==> src/hdl/mtc_consts.vh <==
// constants for the timer mode and synchronization control block
// assumes byte-wide registers on a plain strobe port, one clock domain
`ifndef MTC_CONSTS_VH
`define MTC_CONSTS_VH
`define MTC_ADDR_W 28
`define MTC_OFF_SYNC 28'h5FFFF01
`define MTC_OFF_MODE 28'h5FFFF02
`define MTC_OFF_FUNC 28'h5FFFF03
`define MTC_OFF_IRQ_STAT 28'h5FFFF40
`define MTC_OFF_IRQ_MASK 28'h5FFFF41
`define MTC_SYNC_MASK 8'h1F
`define MTC_SYNC_FIXED 8'h60
`define MTC_MODE_MASK 8'h7F
`define MTC_MODE_FIXED 8'h00
`define MTC_FUNC_MASK 8'h3F
`define MTC_FUNC_FIXED 8'h40
`define MTC_HI_FIXED 8'h80
`define MTC_RESET_VAL 8'h00
`define MTC_BIT_PHASE 6
`define MTC_BIT_OVERFLOW_FLAG_DIRECTION 5
`define MTC_PWM_LSB 0
`define MTC_PWM_MSB 4
`define MTC_CMB_MSB 5
`define MTC_CMB_LSB 4
`define MTC_BUF_MSB 3
`define MTC_BUF_LSB 0
`define MTC_CMB_COMP 2'h2
`define MTC_CMB_RSYNC 2'h3
`define MTC_IRQ_W 3
`define MTC_IRQ_SYNC 0
`define MTC_IRQ_MODE 1
`define MTC_IRQ_FUNC 2
`endif

==> src/hdl/mtc_sync_enable_ch2.v <==
// two-flop synchroniser for a single level from another domain
// assumes the input may change at any time relative to sys_clk
`timescale 1ns/1ps
module mtc_sync_enable_ch2 (
    sys_clk, // clock
    nrst, // async reset, active low
    clk_en, // clock enable
    d_in, // asynchronous level
    q_out // synchronised level
);
    input wire sys_clk;
    input wire nrst;
    input wire clk_en;
    input wire d_in;
    output wire q_out;
    reg meta_reg;
    reg sync_reg;
    always @(posedge sys_clk or negedge nrst) begin
        if (!nrst) begin
            meta_reg <= 1'b0;
            sync_reg <= 1'b0;
        end else if (clk_en) begin
            meta_reg <= d_in;
            sync_reg <= meta_reg;
        end
    end
    assign q_out = sync_reg;
endmodule

==> src/hdl/mtc_cfg_reg.v <==
// one byte-wide control register with write mask and fixed read bits
// assumes writes come as single-cycle strobes from the register port
`timescale 1ns/1ps
module mtc_cfg_reg #(
    parameter [7:0] WMASK = 8'hFF,
    parameter [7:0] FIXED = 8'h00,
    parameter [7:0] RVAL = 8'h00
) (
    sys_clk, // clock
    nrst, // async reset, active low
    clk_en, // clock enable
    wr_en, // write this register
    wr_data, // write data
    value, // stored writable bits
    rd_value, // value as seen by a read
    changed // pulse when a write altered the value
);
    input wire sys_clk;
    input wire nrst;
    input wire clk_en;
    input wire wr_en;
    input wire [7:0] wr_data;
    output wire [7:0] value;
    output wire [7:0] rd_value;
    output wire changed;
    reg [7:0] val_reg;
    wire [7:0] val_next;
    assign val_next = wr_data & WMASK;
    always @(posedge sys_clk or negedge nrst) begin
        if (!nrst) begin
            val_reg <= RVAL;
        end else if (clk_en && wr_en) begin
            val_reg <= val_next;
        end
    end
    assign value = val_reg;
    // reserved positions hold their fixed pattern; undetermined bits read as one
    assign rd_value = (val_reg & WMASK) | (FIXED & ~WMASK);
    assign changed = wr_en && (val_next != val_reg);
endmodule

==> src/hdl/mtc_top.v <==
// timer mode and synchronization control: sync, mode and function registers
// assumes a plain strobe register port on sys_clk and a count-clock enable
`timescale 1ns/1ps
`include "mtc_consts.vh"
module mtc_top #(
    parameter NCH = 5
) (
    sys_clk, // 50 MHz clock
    nrst, // async reset, active low
    clk_en, // freezes all state when low
    reg_addr, // register address
    reg_wdata, // write data
    reg_wr, // write strobe
    reg_rd, // read strobe
    reg_rdata, // read data, cycle after the strobe
    count_tick, // count clock edge pulse from the prescaler
    preset_req, // per-channel preset request
    clear_req, // per-channel clear request
    ch2_overflow, // channel 2 counter overflow pulse
    ch2_underflow, // channel 2 counter underflow pulse
    phase_pin_a, // phase input A from a pin
    phase_pin_b, // phase input B from a pin
    sync_enable, // active sync enables per channel
    sync_preset, // per-channel preset strobe
    sync_clear, // per-channel clear strobe
    pulse_mode, // active PWM enables per channel
    phase_count_enable, // channel 2 phase counting
    phase_a_sync, // synchronised phase input A
    phase_b_sync, // synchronised phase input B
    overflow_flag_set, // set pulse for the channel 2 overflow flag
    combine_normal, // channels 3 and 4 separate
    combine_complementary, // complementary PWM on channels 3,4
    combine_reset_sync, // reset-synchronized PWM on channels 3,4
    buffer_enable, // b4, a4, b3, a3 buffer enables
    irq // level interrupt
);
    input wire sys_clk;
    input wire nrst;
    input wire clk_en;
    input wire [`MTC_ADDR_W-1:0] reg_addr;
    input wire [7:0] reg_wdata;
    input wire reg_wr;
    input wire reg_rd;
    output reg [7:0] reg_rdata;
    input wire count_tick;
    input wire [NCH-1:0] preset_req;
    input wire [NCH-1:0] clear_req;
    input wire ch2_overflow;
    input wire ch2_underflow;
    input wire phase_pin_a;
    input wire phase_pin_b;
    output reg [NCH-1:0] sync_enable;
    output reg [NCH-1:0] sync_preset;
    output reg [NCH-1:0] sync_clear;
    output reg [NCH-1:0] pulse_mode;
    output reg phase_count_enable;
    output wire phase_a_sync;
    output wire phase_b_sync;
    output reg overflow_flag_set;
    output reg combine_normal;
    output reg combine_complementary;
    output reg combine_reset_sync;
    output reg [3:0] buffer_enable;
    output wire irq;

    function sel;
        input [`MTC_ADDR_W-1:0] a;
        input [`MTC_ADDR_W-1:0] off;
        begin
            sel = (a == off);
        end
    endfunction

    wire wr_sync;
    wire wr_mode;
    wire wr_func;
    wire wr_stat;
    wire wr_mask;
    assign wr_sync = reg_wr && sel(reg_addr, `MTC_OFF_SYNC);
    assign wr_mode = reg_wr && sel(reg_addr, `MTC_OFF_MODE);
    assign wr_func = reg_wr && sel(reg_addr, `MTC_OFF_FUNC);
    assign wr_stat = reg_wr && sel(reg_addr, `MTC_OFF_IRQ_STAT);
    assign wr_mask = reg_wr && sel(reg_addr, `MTC_OFF_IRQ_MASK);
    wire [7:0] sync_val;
    wire [7:0] sync_rd;
    wire [7:0] mode_val;
    wire [7:0] mode_rd;
    wire [7:0] func_val;
    wire [7:0] func_rd;
    wire sync_chg;
    wire mode_chg;
    wire func_chg;

    // software-visible copies; reserved bits never stored
    mtc_cfg_reg #(
        .WMASK(`MTC_SYNC_MASK),
        .FIXED(`MTC_SYNC_FIXED | `MTC_HI_FIXED),
        .RVAL(`MTC_RESET_VAL)
    ) u_sync (
        .sys_clk(sys_clk),
        .nrst(nrst),
        .clk_en(clk_en),
        .wr_en(wr_sync),
        .wr_data(reg_wdata),
        .value(sync_val),
        .rd_value(sync_rd),
        .changed(sync_chg)
    );
    mtc_cfg_reg #(
        .WMASK(`MTC_MODE_MASK),
        .FIXED(`MTC_MODE_FIXED | `MTC_HI_FIXED),
        .RVAL(`MTC_RESET_VAL)
    ) u_mode (
        .sys_clk(sys_clk),
        .nrst(nrst),
        .clk_en(clk_en),
        .wr_en(wr_mode),
        .wr_data(reg_wdata),
        .value(mode_val),
        .rd_value(mode_rd),
        .changed(mode_chg)
    );
    mtc_cfg_reg #(
        .WMASK(`MTC_FUNC_MASK),
        .FIXED(`MTC_FUNC_FIXED | `MTC_HI_FIXED),
        .RVAL(`MTC_RESET_VAL)
    ) u_func (
        .sys_clk(sys_clk),
        .nrst(nrst),
        .clk_en(clk_en),
        .wr_en(wr_func),
        .wr_data(reg_wdata),
        .value(func_val),
        .rd_value(func_rd),
        .changed(func_chg)
    );

    // phase inputs come from pins, so they pass two flops first
    mtc_sync_enable_ch2 u_pha (
        .sys_clk(sys_clk),
        .nrst(nrst),
        .clk_en(clk_en),
        .d_in(phase_pin_a),
        .q_out(phase_a_sync)
    );
    mtc_sync_enable_ch2 u_phb (
        .sys_clk(sys_clk),
        .nrst(nrst),
        .clk_en(clk_en),
        .d_in(phase_pin_b),
        .q_out(phase_b_sync)
    );

    // an update is pending until the next count clock edge takes it in
    reg pend_reg;
    always @(posedge sys_clk or negedge nrst) begin
        if (!nrst) begin
            pend_reg <= 1'b0;
        end else if (clk_en) begin
            if (sync_chg || mode_chg || func_chg) begin
                pend_reg <= 1'b1;
            end else if (count_tick) begin
                pend_reg <= 1'b0;
            end
        end
    end

    wire [1:0] cmb;
    assign cmb = func_val[`MTC_CMB_MSB:`MTC_CMB_LSB];

    // the two combined modes exclude each other and plain operation; 01 acts as 00
    reg cmb_normal_next;
    reg cmb_comp_next;
    reg cmb_rsync_next;
    always @* begin
        cmb_normal_next = 1'b1;
        cmb_comp_next = 1'b0;
        cmb_rsync_next = 1'b0;
        case (cmb)
            `MTC_CMB_COMP: begin
                cmb_normal_next = 1'b0;
                cmb_comp_next = 1'b1;
            end
            `MTC_CMB_RSYNC: begin
                cmb_normal_next = 1'b0;
                cmb_rsync_next = 1'b1;
            end
            default: begin
                cmb_normal_next = 1'b1;
            end
        endcase
    end

    // settings take hold on a count tick only, so a half-written mode set
    // never reaches the counters mid-period
    always @(posedge sys_clk or negedge nrst) begin
        if (!nrst) begin
            sync_enable <= {NCH{1'b0}};
            pulse_mode <= {NCH{1'b0}};
            phase_count_enable <= 1'b0;
            combine_normal <= 1'b1;
            combine_complementary <= 1'b0;
            combine_reset_sync <= 1'b0;
            buffer_enable <= 4'h0;
        end else if (clk_en && count_tick) begin
            sync_enable <= sync_val[NCH-1:0];
            pulse_mode <= mode_val[`MTC_PWM_MSB:`MTC_PWM_LSB];
            phase_count_enable <= mode_val[`MTC_BIT_PHASE];
            combine_complementary <= cmb_comp_next;
            combine_reset_sync <= cmb_rsync_next;
            combine_normal <= cmb_normal_next;
            buffer_enable <= func_val[`MTC_BUF_MSB:`MTC_BUF_LSB];
        end
    end

    // a preset or clear in any synchronized channel hits every synchronized one
    wire any_preset;
    wire any_clear;
    assign any_preset = |(preset_req & sync_enable);
    assign any_clear = |(clear_req & sync_enable);
    reg overflow_flag_direction_reg;
    always @(posedge sys_clk or negedge nrst) begin
        if (!nrst) begin
            sync_preset <= {NCH{1'b0}};
            sync_clear <= {NCH{1'b0}};
            overflow_flag_set <= 1'b0;
            overflow_flag_direction_reg <= 1'b0;
        end else if (clk_en) begin
            if (count_tick) begin
                overflow_flag_direction_reg <= mode_val[`MTC_BIT_OVERFLOW_FLAG_DIRECTION];
            end
            sync_preset <= preset_req | ({NCH{any_preset}} & sync_enable);
            sync_clear <= clear_req | ({NCH{any_clear}} & sync_enable);
            overflow_flag_set <= ch2_overflow || (!overflow_flag_direction_reg && ch2_underflow);
        end
    end

    // interrupt: a write to any control register that changed its value
    reg [`MTC_IRQ_W-1:0] stat_reg;
    reg [`MTC_IRQ_W-1:0] mask_reg;
    wire [`MTC_IRQ_W-1:0] ev;
    wire [`MTC_IRQ_W-1:0] clr;
    assign ev = {func_chg, mode_chg, sync_chg};
    assign clr = wr_stat ? reg_wdata[`MTC_IRQ_W-1:0] : {`MTC_IRQ_W{1'b0}};
    always @(posedge sys_clk or negedge nrst) begin
        if (!nrst) begin
            stat_reg <= {`MTC_IRQ_W{1'b0}};
            mask_reg <= {`MTC_IRQ_W{1'b0}};
        end else if (clk_en) begin
            // a new event wins over a simultaneous clear
            stat_reg <= (stat_reg & ~clr) | ev;
            if (wr_mask) begin
                mask_reg <= reg_wdata[`MTC_IRQ_W-1:0];
            end
        end
    end
    assign irq = |(stat_reg & mask_reg);

    // unmapped addresses read zero, so software probing the gap sees no ghost
    reg [7:0] rd_mux;
    always @* begin
        rd_mux = 8'h00;
        case (reg_addr)
            `MTC_OFF_SYNC: begin
                rd_mux = sync_rd;
            end
            `MTC_OFF_MODE: begin
                rd_mux = mode_rd;
            end
            `MTC_OFF_FUNC: begin
                rd_mux = func_rd;
            end
            `MTC_OFF_IRQ_STAT: begin
                rd_mux = {5'h00, stat_reg};
            end
            `MTC_OFF_IRQ_MASK: begin
                rd_mux = {5'h00, mask_reg};
            end
            default: begin
                rd_mux = 8'h00;
            end
        endcase
    end

    // read data stand only in the cycle after the strobe
    always @(posedge sys_clk or negedge nrst) begin
        if (!nrst) begin
            reg_rdata <= 8'h00;
        end else if (clk_en) begin
            if (reg_rd) begin
                reg_rdata <= rd_mux;
            end else begin
                reg_rdata <= 8'h00;
            end
        end
    end
endmodule

==> config.mk <==
export PLATFORM = sky130hd
export DESIGN_NAME = mtc_top
export DESIGN_NICKNAME = d
export VERILOG_FILES = /design/src/hdl/mtc_sync_enable_ch2.v /design/src/hdl/mtc_cfg_reg.v /design/src/hdl/mtc_top.v
export VERILOG_INCLUDE_DIRS = /design/src /design/src/hdl
export SDC_FILE = /design/constraint.sdc
export NUM_CORES = 1
export LEC_CHECK = 0
export ABC_AREA = 1
export BUFFER_PORTS_ARGS = -buffer_cell sky130_fd_sc_hd__buf_4
export CAP_MARGIN = 20
export CORE_ASPECT_RATIO = 1.1
export CORE_MARGIN = 2
export CORE_UTILIZATION = 55
export DETAILED_ROUTE_END_ITERATION = 8
export PLACE_DENSITY_LB_ADDON = 0.08
export SKIP_CTS_REPAIR_TIMING = 1
export SYNTH_ARGS = -nofsm -noshare
export SYNTH_HDL_FRONTEND = slang
export SYNTH_HIERARCHICAL = 1
export SYNTH_SLANG_ARGS = --single-unit
==> constraint.sdc <==
create_clock -name sys_clk -period 2.55 [get_ports sys_clk]
set_clock_uncertainty 0.15 [all_clocks]
set_input_delay 0.255 -clock sys_clk [delete_from_list [all_inputs] [get_ports sys_clk]]
set_output_delay 0.255 -clock sys_clk [all_outputs]
set_load 0.01 [all_outputs]
**Word level (Yosys, flattened, before mapping)**

Index checks and enable logic that the tools add are counted.

- Bitwise logic cells: 10
- Equality and inequality tests: 10
- Reduce and logical (&&, ||, !) cells: 21
- Muxes and demuxes: 6

Operators by type and width:

| kind | count |
|---|---|
| 28-bit by 27-bit equality test with 1-bit output, second input constant | 5 |
| 8-bit one-hot mux with 5 select lines | 1 |
| 5-bit AND | 4 |
| 1-bit logical AND | 13 |
| 5-bit bitwise OR | 2 |
| 5-bit OR reduction | 2 |
| 8-bit two-way mux | 1 |
| 7-bit inequality test | 1 |
| 3-bit AND | 2 |
| 6-bit inequality test | 1 |
| 5-bit inequality test | 1 |
| 2-bit equality test, second input constant | 2 |
| 2-bit AND reduction | 2 |
| 1-bit two-way mux | 3 |
| 3-bit two-way mux | 1 |
| 3-bit inverter | 1 |
| 3-bit bitwise OR | 1 |
| 3-bit OR reduction | 1 |
| 2-bit OR reduction | 1 |
| 1-bit zero test | 1 |
| 1-bit logical OR | 1 |

- Register bits: 66
- Logic and storage cells: 68
- Bits of input ports: 56

**Longest topological paths before layout**

Gate-level depths: netlist of run 1.

- Word-level depth: 6
- Mapped depth: 11

**Modules after synthesis**

The synthesis of run 1 kept the hierarchy.

By module, submodules not included:

| module | cells each | instances | area an instance (um^2) | sequential area each (um^2) |
|---|---|---|---|---|
| mtc_top | 347 | 1 | 2498.6 | 1102.3 |
| mtc_cfg_reg at u_mode | 71 | 1 | 478.0 | 175.2 |
| mtc_cfg_reg at u_func | 68 | 1 | 432.9 | 150.1 |
| mtc_cfg_reg at u_sync | 52 | 1 | 377.9 | 125.1 |
| mtc_sync_enable_ch2 | 9 | 2 | 76.3 | 50.0 |

**Worst setup path after synthesis of run 1**

OpenSTA, ideal clock, no wires.

- Kind: input to register
- Start point: in reg_addr[27]
- End point: reg u_sync.val_reg[0] (netlist: u_sync/value[0])
- Arrival: 1450 ps
- Stages on the path: 7
- Slack: 825 ps
- Setup time: 125 ps
- Buffers on the path: 0
- Cell sequence: inv_1 -> nand2_1 -> nor2_4 -> nand3_4 -> nor4_1 -> nand2_2 -> mux2_4

- Cells in the longest elaborated chain, start to end: 3

Ends and longest elaborated chain:

| element | line | RTL |
|---|---|---|
| start: declaration | mtc_top.v:40 | `` input wire [`MTC_ADDR_W-1:0] reg_addr; `` |
| 28-bit by 27-bit equality test with 1-bit output | mtc_top.v:70 | `sel = (a == off);` |
| 1-bit logical AND | mtc_top.v:79 | `` assign wr_sync = reg_wr && sel(reg_addr, `MTC_OFF_SYNC); `` |
| named net wr_sync | mtc_top.v:74 | `wire wr_sync;` |
| 1-bit logical AND | mtc_cfg_reg.v:32 | `end else if (clk_en && wr_en) begin` |
| end signal: assignment | mtc_cfg_reg.v:33 | `val_reg <= val_next;` |
| end: declaration | mtc_cfg_reg.v:26 | `reg [7:0] val_reg;` |

The timed path passes the listed nets, and every way through them passes these cells.
A chain may end at the register's enable or synchronous reset.

**Worst setup path after layout of run 1**

- Start point: in reg_addr[7]
- End point: reg u_mode.val_reg[1] (netlist: u_mode/value[1])

- Cells in the longest elaborated chain, start to end: 3

Ends and longest elaborated chain:

| element | line | RTL |
|---|---|---|
| 28-bit by 27-bit equality test with 1-bit output | mtc_top.v:70 |  |
| 1-bit logical AND | mtc_top.v:80 | `` assign wr_mode = reg_wr && sel(reg_addr, `MTC_OFF_MODE); `` |
| named net wr_mode | mtc_top.v:75 | `wire wr_mode;` |
| 1-bit logical AND | mtc_cfg_reg.v:32 |  |
| end signal: assignment | mtc_cfg_reg.v:33 |  |
| end: declaration | mtc_cfg_reg.v:26 |  |

The timed path passes the listed nets, and every way through them passes these cells.

==> run summary, run 1 <==
In the final layout, the multi-input gates occupy 1790 um2. Total clock buffers created by CTS: 9. The initial antenna violation count is 0, and the clock-pin slew on the worst setup and hold paths is 70 ps. For this run, the post-layout net count is 684. The number of antenna diodes in the final layout is 0.

The total of warnings raised by yosys was 6. STA classifies the critical path startpoint as an input pin. The final critical-path required period works out to 1780 ps. The routed layout has 3,659 vias.

The first global-routing pass estimated 15,500 um of wire. Port buffering added 94 buffers. Dividing the detail-routed via count by the number of cells gives 5.10. The run finished with clean final reports. Fill cells in the final layout number 614. The worst register-to-register path has a depth of 6. The run gives 2 as the maximum buffer depth of the clock tree. More flip-flops sit in one register than any other, and that register is reg_rdata.

The worst hold path belongs to the class input pin to flop. Capture point of the worst reg-to-reg path: sync_preset[2]. Of all nets on the critical path, the largest fanout is 13.

The total non-filler cell area in the finished layout is 4730 um2. Kind of capture point of the worst setup path: a flop. The area of the die was 7750 um2. In this run the clock root is driven by a sky130_fd_sc_hd__clkbuf_8.

The tools report the number of global-route vias before repair as 3,558. Setup violations remaining at the end of the flow were counted as 0. The tools report the number of violations reported at the end of detailed-routing iteration 0 as 154. By instance count, the cell type seen most on the critical path is sky130_fd_sc_hd__nand2_2. The maximum number of pins on one net before global-route repair is 67. The tools report the data arrival time of the worst path as 1860 ps. The part of the cycle the worst path needs came out at 0.697. The count of final hold-check violations is 0.

The peak supply drop was 0.000413 V. The run gives 0.682 as the post-route core utilization. The tools report the number of sinks driven by the clock tree as 66. Registers take 1650 um2. The first detailed-routing pass ran for 5 iterations. The number of cells traversed by the worst hold path came out at 3.

The endpoint of the worst hold path is overflow_flag_set. The overall routing resource usage is 0.249. The run gives 547 as the cell count after synthesis. Leakage power total: 2.55 nW.

The netlist area before placement was 3880 um2; the worst stage delay on the critical path was 410 ps. Clock insertion delay at the later pin of the skew report: 340 ps. The worst register-to-register path begins at sync_enable[1]. The register with the most flip-flops in the layout has 8 of them. Setup repair after global routing left no endpoint under its margin. The overflow left after global routing was 0. The actual slew at the worst max-slew pin is 814 ps, and the cell area after placement is 4500 um2. In this run the most critical hold path is launched from ch2_overflow. At the end of routability-driven placement, the weighted congestion stood at 0.898. The mean post-synth cell area was 7.10 um2; the standard cell core area was 6930 um2. The slowest cell on the critical path is sky130_fd_sc_hd__nor4_1. The H-tree was split into 3 levels.

The die is 84.1 um wide. The routed length per placed instance is 12.8 um, and the endpoint required time on the critical path is 2630 ps. For the count of antenna-violating nets left after detailed routing, the log shows 0.

Initial core utilization: 0.561. Timing would allow up to 0.563 GHz. The signal on the critical path passes through buf_4 > inv_2 > nand2_1 > nor2_4 > nand2_2 > nor4_1 > nand2_2 > mux2_4.

Dividing total power by cell area gives a power density of 469 nW/um2. The critical path in this run is classified as input pin to flop. In this run the register-to-register setup slack is 1160 ps. The tools report the relative slew slack as 0.457. The proportion of layout cells with a drive suffix above 1 works out to 0.237. Compared with the post-synthesis result, the final layout area differs by 21.7%.

The number of top-level pins is 96. Final-report max-slew violation count: 0. TritonCTS built the clock tree. The floorplan has 32 rows. Max-cap violations in this run came to 0. For the final routed wirelength across all metal layers, the log shows 9210 um. The total negative setup slack came out at 0 ps. In the routed design, unresolved DRC markers number 0.

Detailed placement ended at an HPWL of 6880 um. The floorplan step set the die height to 92.1 um.
==> worst max path at each step <==
| stage | from | end | slack (ps) | cells past startpoint |
|---|---|---|---|---|
| after floorplan | reg_addr[27] | u_sync/value[0] | 830 | 7 |
| after global placement | reg_addr[7] | u_mode/value[1] | 440 | 8 |
| after detailed placement | reg_addr[7] | u_mode/value[1] | 400 | 8 |
| after CTS | reg_addr[7] | u_mode/value[1] | 770 | 8 |
| after global routing | reg_addr[7] | u_mode/value[1] | 530 | 8 |
| final | reg_addr[7] | u_mode/value[1] | 770 | 8 |
==> where the power goes <==
| part | internal (W) | total (W) | switching (W) |
|---|---|---|---|
| registers | 0.00107 | 0.00108 | 0.0000115 |
| clock network | 0.000475 | 0.000876 | 0.000401 |
| logic | 0.000117 | 0.000263 | 0.000146 |
| total | 0.00166 | 0.00222 | 0.000559 |
==> routing by layer <==
metal | global-route usage | up-vias | share of wire
li1 | - | 1830 | -
met3 | 0.0531 | 26 | 0.066
met5 | 0 | - | 0
met4 | 0.125 | 0 | 0.030
met2 | 0.429 | 139 | 0.49
met1 | 0.291 | 1664 | 0.42
==> placed cells by master (no fill, tap or decap), types with 10 or more instances in the layout <==
cell	instances
sky130_fd_sc_hd__nand2_1	216
sky130_fd_sc_hd__buf_4	97
sky130_fd_sc_hd__dfrtp_1	65
sky130_fd_sc_hd__inv_1	49
sky130_fd_sc_hd__nor2_1	48
sky130_fd_sc_hd__nand3_1	44
sky130_fd_sc_hd__o21ai_1	19
sky130_fd_sc_hd__a21oi_1	11
sky130_fd_sc_hd__inv_2	10
sky130_fd_sc_hd__clkbuf_8	10
==> critical path, delay by kind of cell <==
kind	cells	cell delay (ps)
multiplexers	1	360
AND/OR/NAND/NOR	5	1080
buffers and inverters	2	170
==> per-stage QoR <==
step / setup WS [ps] / total power [W] / instances / hold WS [ps]
global placement: 439 / 0.00135 / 699 / 253
finish: 772 / 0.00222 / 718 / 42.7
CTS: 766 / 0.00223 / 715 / -120
floorplan: 825 / 0.00121 / 550 / -191
global route: 533 / 0.00231 / 718 / 41.8
detailed placement: 397 / 0.00136 / 699 / 255
==> final cells by class <==
class	count	share of cell area
flip-flops and latches	66	0.350
repair buffers	100	0.160
clock buffers	11	0.0299
clock inverters	5	0.0114
multi-input cells	391	0.379
well taps	85	0.0225
inverters	60	0.0476
Power figures use the tool's default switching activity.
==> inputs of run 2 (changes only) <==
--- a/config.mk
+++ b/config.mk
@@ -11,7 +11,7 @@
 export CAP_MARGIN = 20
 export CORE_ASPECT_RATIO = 1.1
 export CORE_MARGIN = 2
-export CORE_UTILIZATION = 55
+export CORE_UTILIZATION = 49
 export DETAILED_ROUTE_END_ITERATION = 8
 export PLACE_DENSITY_LB_ADDON = 0.08
 export SKIP_CTS_REPAIR_TIMING = 1
==> constraint.sdc (replaced) <==
create_clock -name sys_clk -period 1.4 [get_ports sys_clk]
set_clock_uncertainty 0.15 [all_clocks]
set_input_delay 0.14 -clock sys_clk [delete_from_list [all_inputs] [get_ports sys_clk]]
set_output_delay 0.14 -clock sys_clk [all_outputs]
set_load 0.01 [all_outputs]
==> run summary, run 2 (same netlist as run 1, synthesis figures left out) <==
More flip-flops sit in one register than any other, and that register is reg_rdata. The number of sinks driven by the clock tree is 66, and the proportion of layout cells with a drive suffix above 1 is 0.306. The number of port buffers works out to 94.

TritonCTS built the clock tree. The overflow left after global routing was 0; the upper clock frequency limit was 0.741 GHz. The register with the most flip-flops in the layout has 8 of them. The H-tree depth is 3, and the final net count is 747. The worst setup path is captured at a flop.

The type of the worst setup path is input pin to flop. The logs give 70 ps for the reg-to-reg setup timing slack and 3,618 for the number of global-route vias before repair. Entering global routing, the biggest net connects 30 pins. After layout, the minimum clock period comes to 1350 ps. The final reports fail on negative hold slack.

The logs give 0.499 for the initial core utilization and 0.240 for the overall routing resource usage. Of all nets on the critical path, the largest fanout is 6. The floorplan has 34 rows. The run finished, with violations left.

The first global-routing pass estimated 16,500 um of wire. The floorplan step defined a die boundary enclosing 8650 um2. Wires add up to 10,300 um. The part of the cycle the worst path needs was 0.964. STA classifies the critical path startpoint as an input pin. The remaining routing DRC violations was 0; the total negative setup slack was 0 ps. Power spread over the standard cell area amounts to 760 nW/um2. Across the run, the number of max-cap violations was 0. Clock-pin slew was measured on the worst setup and hold paths at 70 ps. The count of final hold-check violations is 2, and the setup violation total in the final timing report is 0.

After the first detailed-routing iteration, the DRC count stood at 198. The path class of the tightest hold or removal check is input pin to flop. Data on the critical path is required at its endpoint by 1480 ps. The area growth from synthesis to layout is 41.0%. The initial antenna violation count came out at 0. The most common library cell in the layout ignoring fill and taps is sky130_fd_sc_hd__nand2_1. The die width came out at 88.9 um. The data arrival time of the worst path was 1430 ps.

Summed over all nets, the half-perimeter wirelength after detailed placement is 7680 um. The tools report the total non-filler cell area in the finished layout as 5480 um2. Buffers inserted during clock tree synthesis total 9. Summing over every cut layer, the via total after detailed routing is 3,847. Counting tap cells, the placed design contains a total of 754 instances. The floorplan step defined a core boundary enclosing 7780 um2.

After detailed routing, the number of vias per cell comes to 4.78. The peak supply drop is 0.000388 V. The library cells used most frequently in the layout, excluding fill and tap cells, are sky130_fd_sc_hd__nand2_1, sky130_fd_sc_hd__buf_4, sky130_fd_sc_hd__dfrtp_1. For the count of non-filler cells in the finished layout, the log shows 804. Counting along the longest clock path gives a buffer depth of 2. The tools report the worst-case hold slack as -2.60 ps.

Setup repair after global routing could not meet its margin everywhere. The total iterations of the first detailed-routing run is 5. The later pin in the worst-skew pair is clocked with a latency of 330 ps. The die is 97.4 um tall. The post-route core utilization came out at 0.703. Clock tree synthesis selected as its root buffer the cell sky130_fd_sc_hd__clkbuf_8. Once placement finished, the instance area stood at 4910 um2. 0 antenna diodes ended up in the layout. The final-report max-slew violation count is 0, and the leakage power total is 2.88 nW. Once detail routing completed, the nets flagged for antenna violations numbered 0.

At the end of routability-driven placement, the weighted congestion stood at 0.912. The number of top-level pins is 96. The routed length per placed instance works out to 12.8 um.
run 2: critical path, stage by stage:
cell and delay, ps:
sky130_fd_sc_hd__dlygate4sd3_1 550, sky130_fd_sc_hd__buf_4 170, sky130_fd_sc_hd__inv_2 60, sky130_fd_sc_hd__nand2_1 50, sky130_fd_sc_hd__nand2_1 70, sky130_fd_sc_hd__nand3_1 90
sky130_fd_sc_hd__nor2_2 120, sky130_fd_sc_hd__nor2_1 50, sky130_fd_sc_hd__nand2_1 70, sky130_fd_sc_hd__nand2_1 60
run 2: layout make-up:
class	count	area, um2
Clock inverter	5	55.1
Tap cell	108	135
Inverter	60	235
Clock buffer	11	141
Timing Repair Buffer	163	1320
Sequential cell	66	1660
Multi-Input combinational cell	391	1920
Fill cell	662	2310
run 2: through the flow:
stage	worst slack [ps]	power, W
final	50.3	0.00416
after global routing	-24.8	0.00436
after CTS	13.9	0.00412
after detailed placement	-245	0.00254
after global placement	-217	0.00252
after floorplan	-18.8	0.00222
run 2: final timing paths:
| path | from | to | cells past startpoint |
|---|---|---|---|
| worst max-delay path | reg_wdata[3] | stat_reg[1] | 10 |
| worst min-delay path | reg_wdata[0] | u_sync/value[0] | 2 |
| worst max register to register | u_func/value[4] | stat_reg[2] | 9 |
| worst min register to register | u_pha/meta_reg | u_pha/meta_reg | 2 |
| max in group asynchronous | nrst | reg_rdata[1] | 3 |
| min in group asynchronous | nrst | u_phb/q_out | 2 |
run 2: per-layer routing:
layer / track usage / share of wire / vias up
met2: 0.418 / 0.52 / 127
li1: - / - / 1952
met1: 0.294 / 0.41 / 1748
met4: 0.0769 / 0.025 / 0
met5: 0 / 0 / -
met3: 0.0442 / 0.051 / 20
run 2: where the power goes:
part | leakage (nW) | internal [W] | switching (W)
sequential | 0.870 | 0.00195 | 0.0000214
clock | 0.0953 | 0.000866 | 0.000724
combinational | 1.91 | 0.000294 | 0.000308
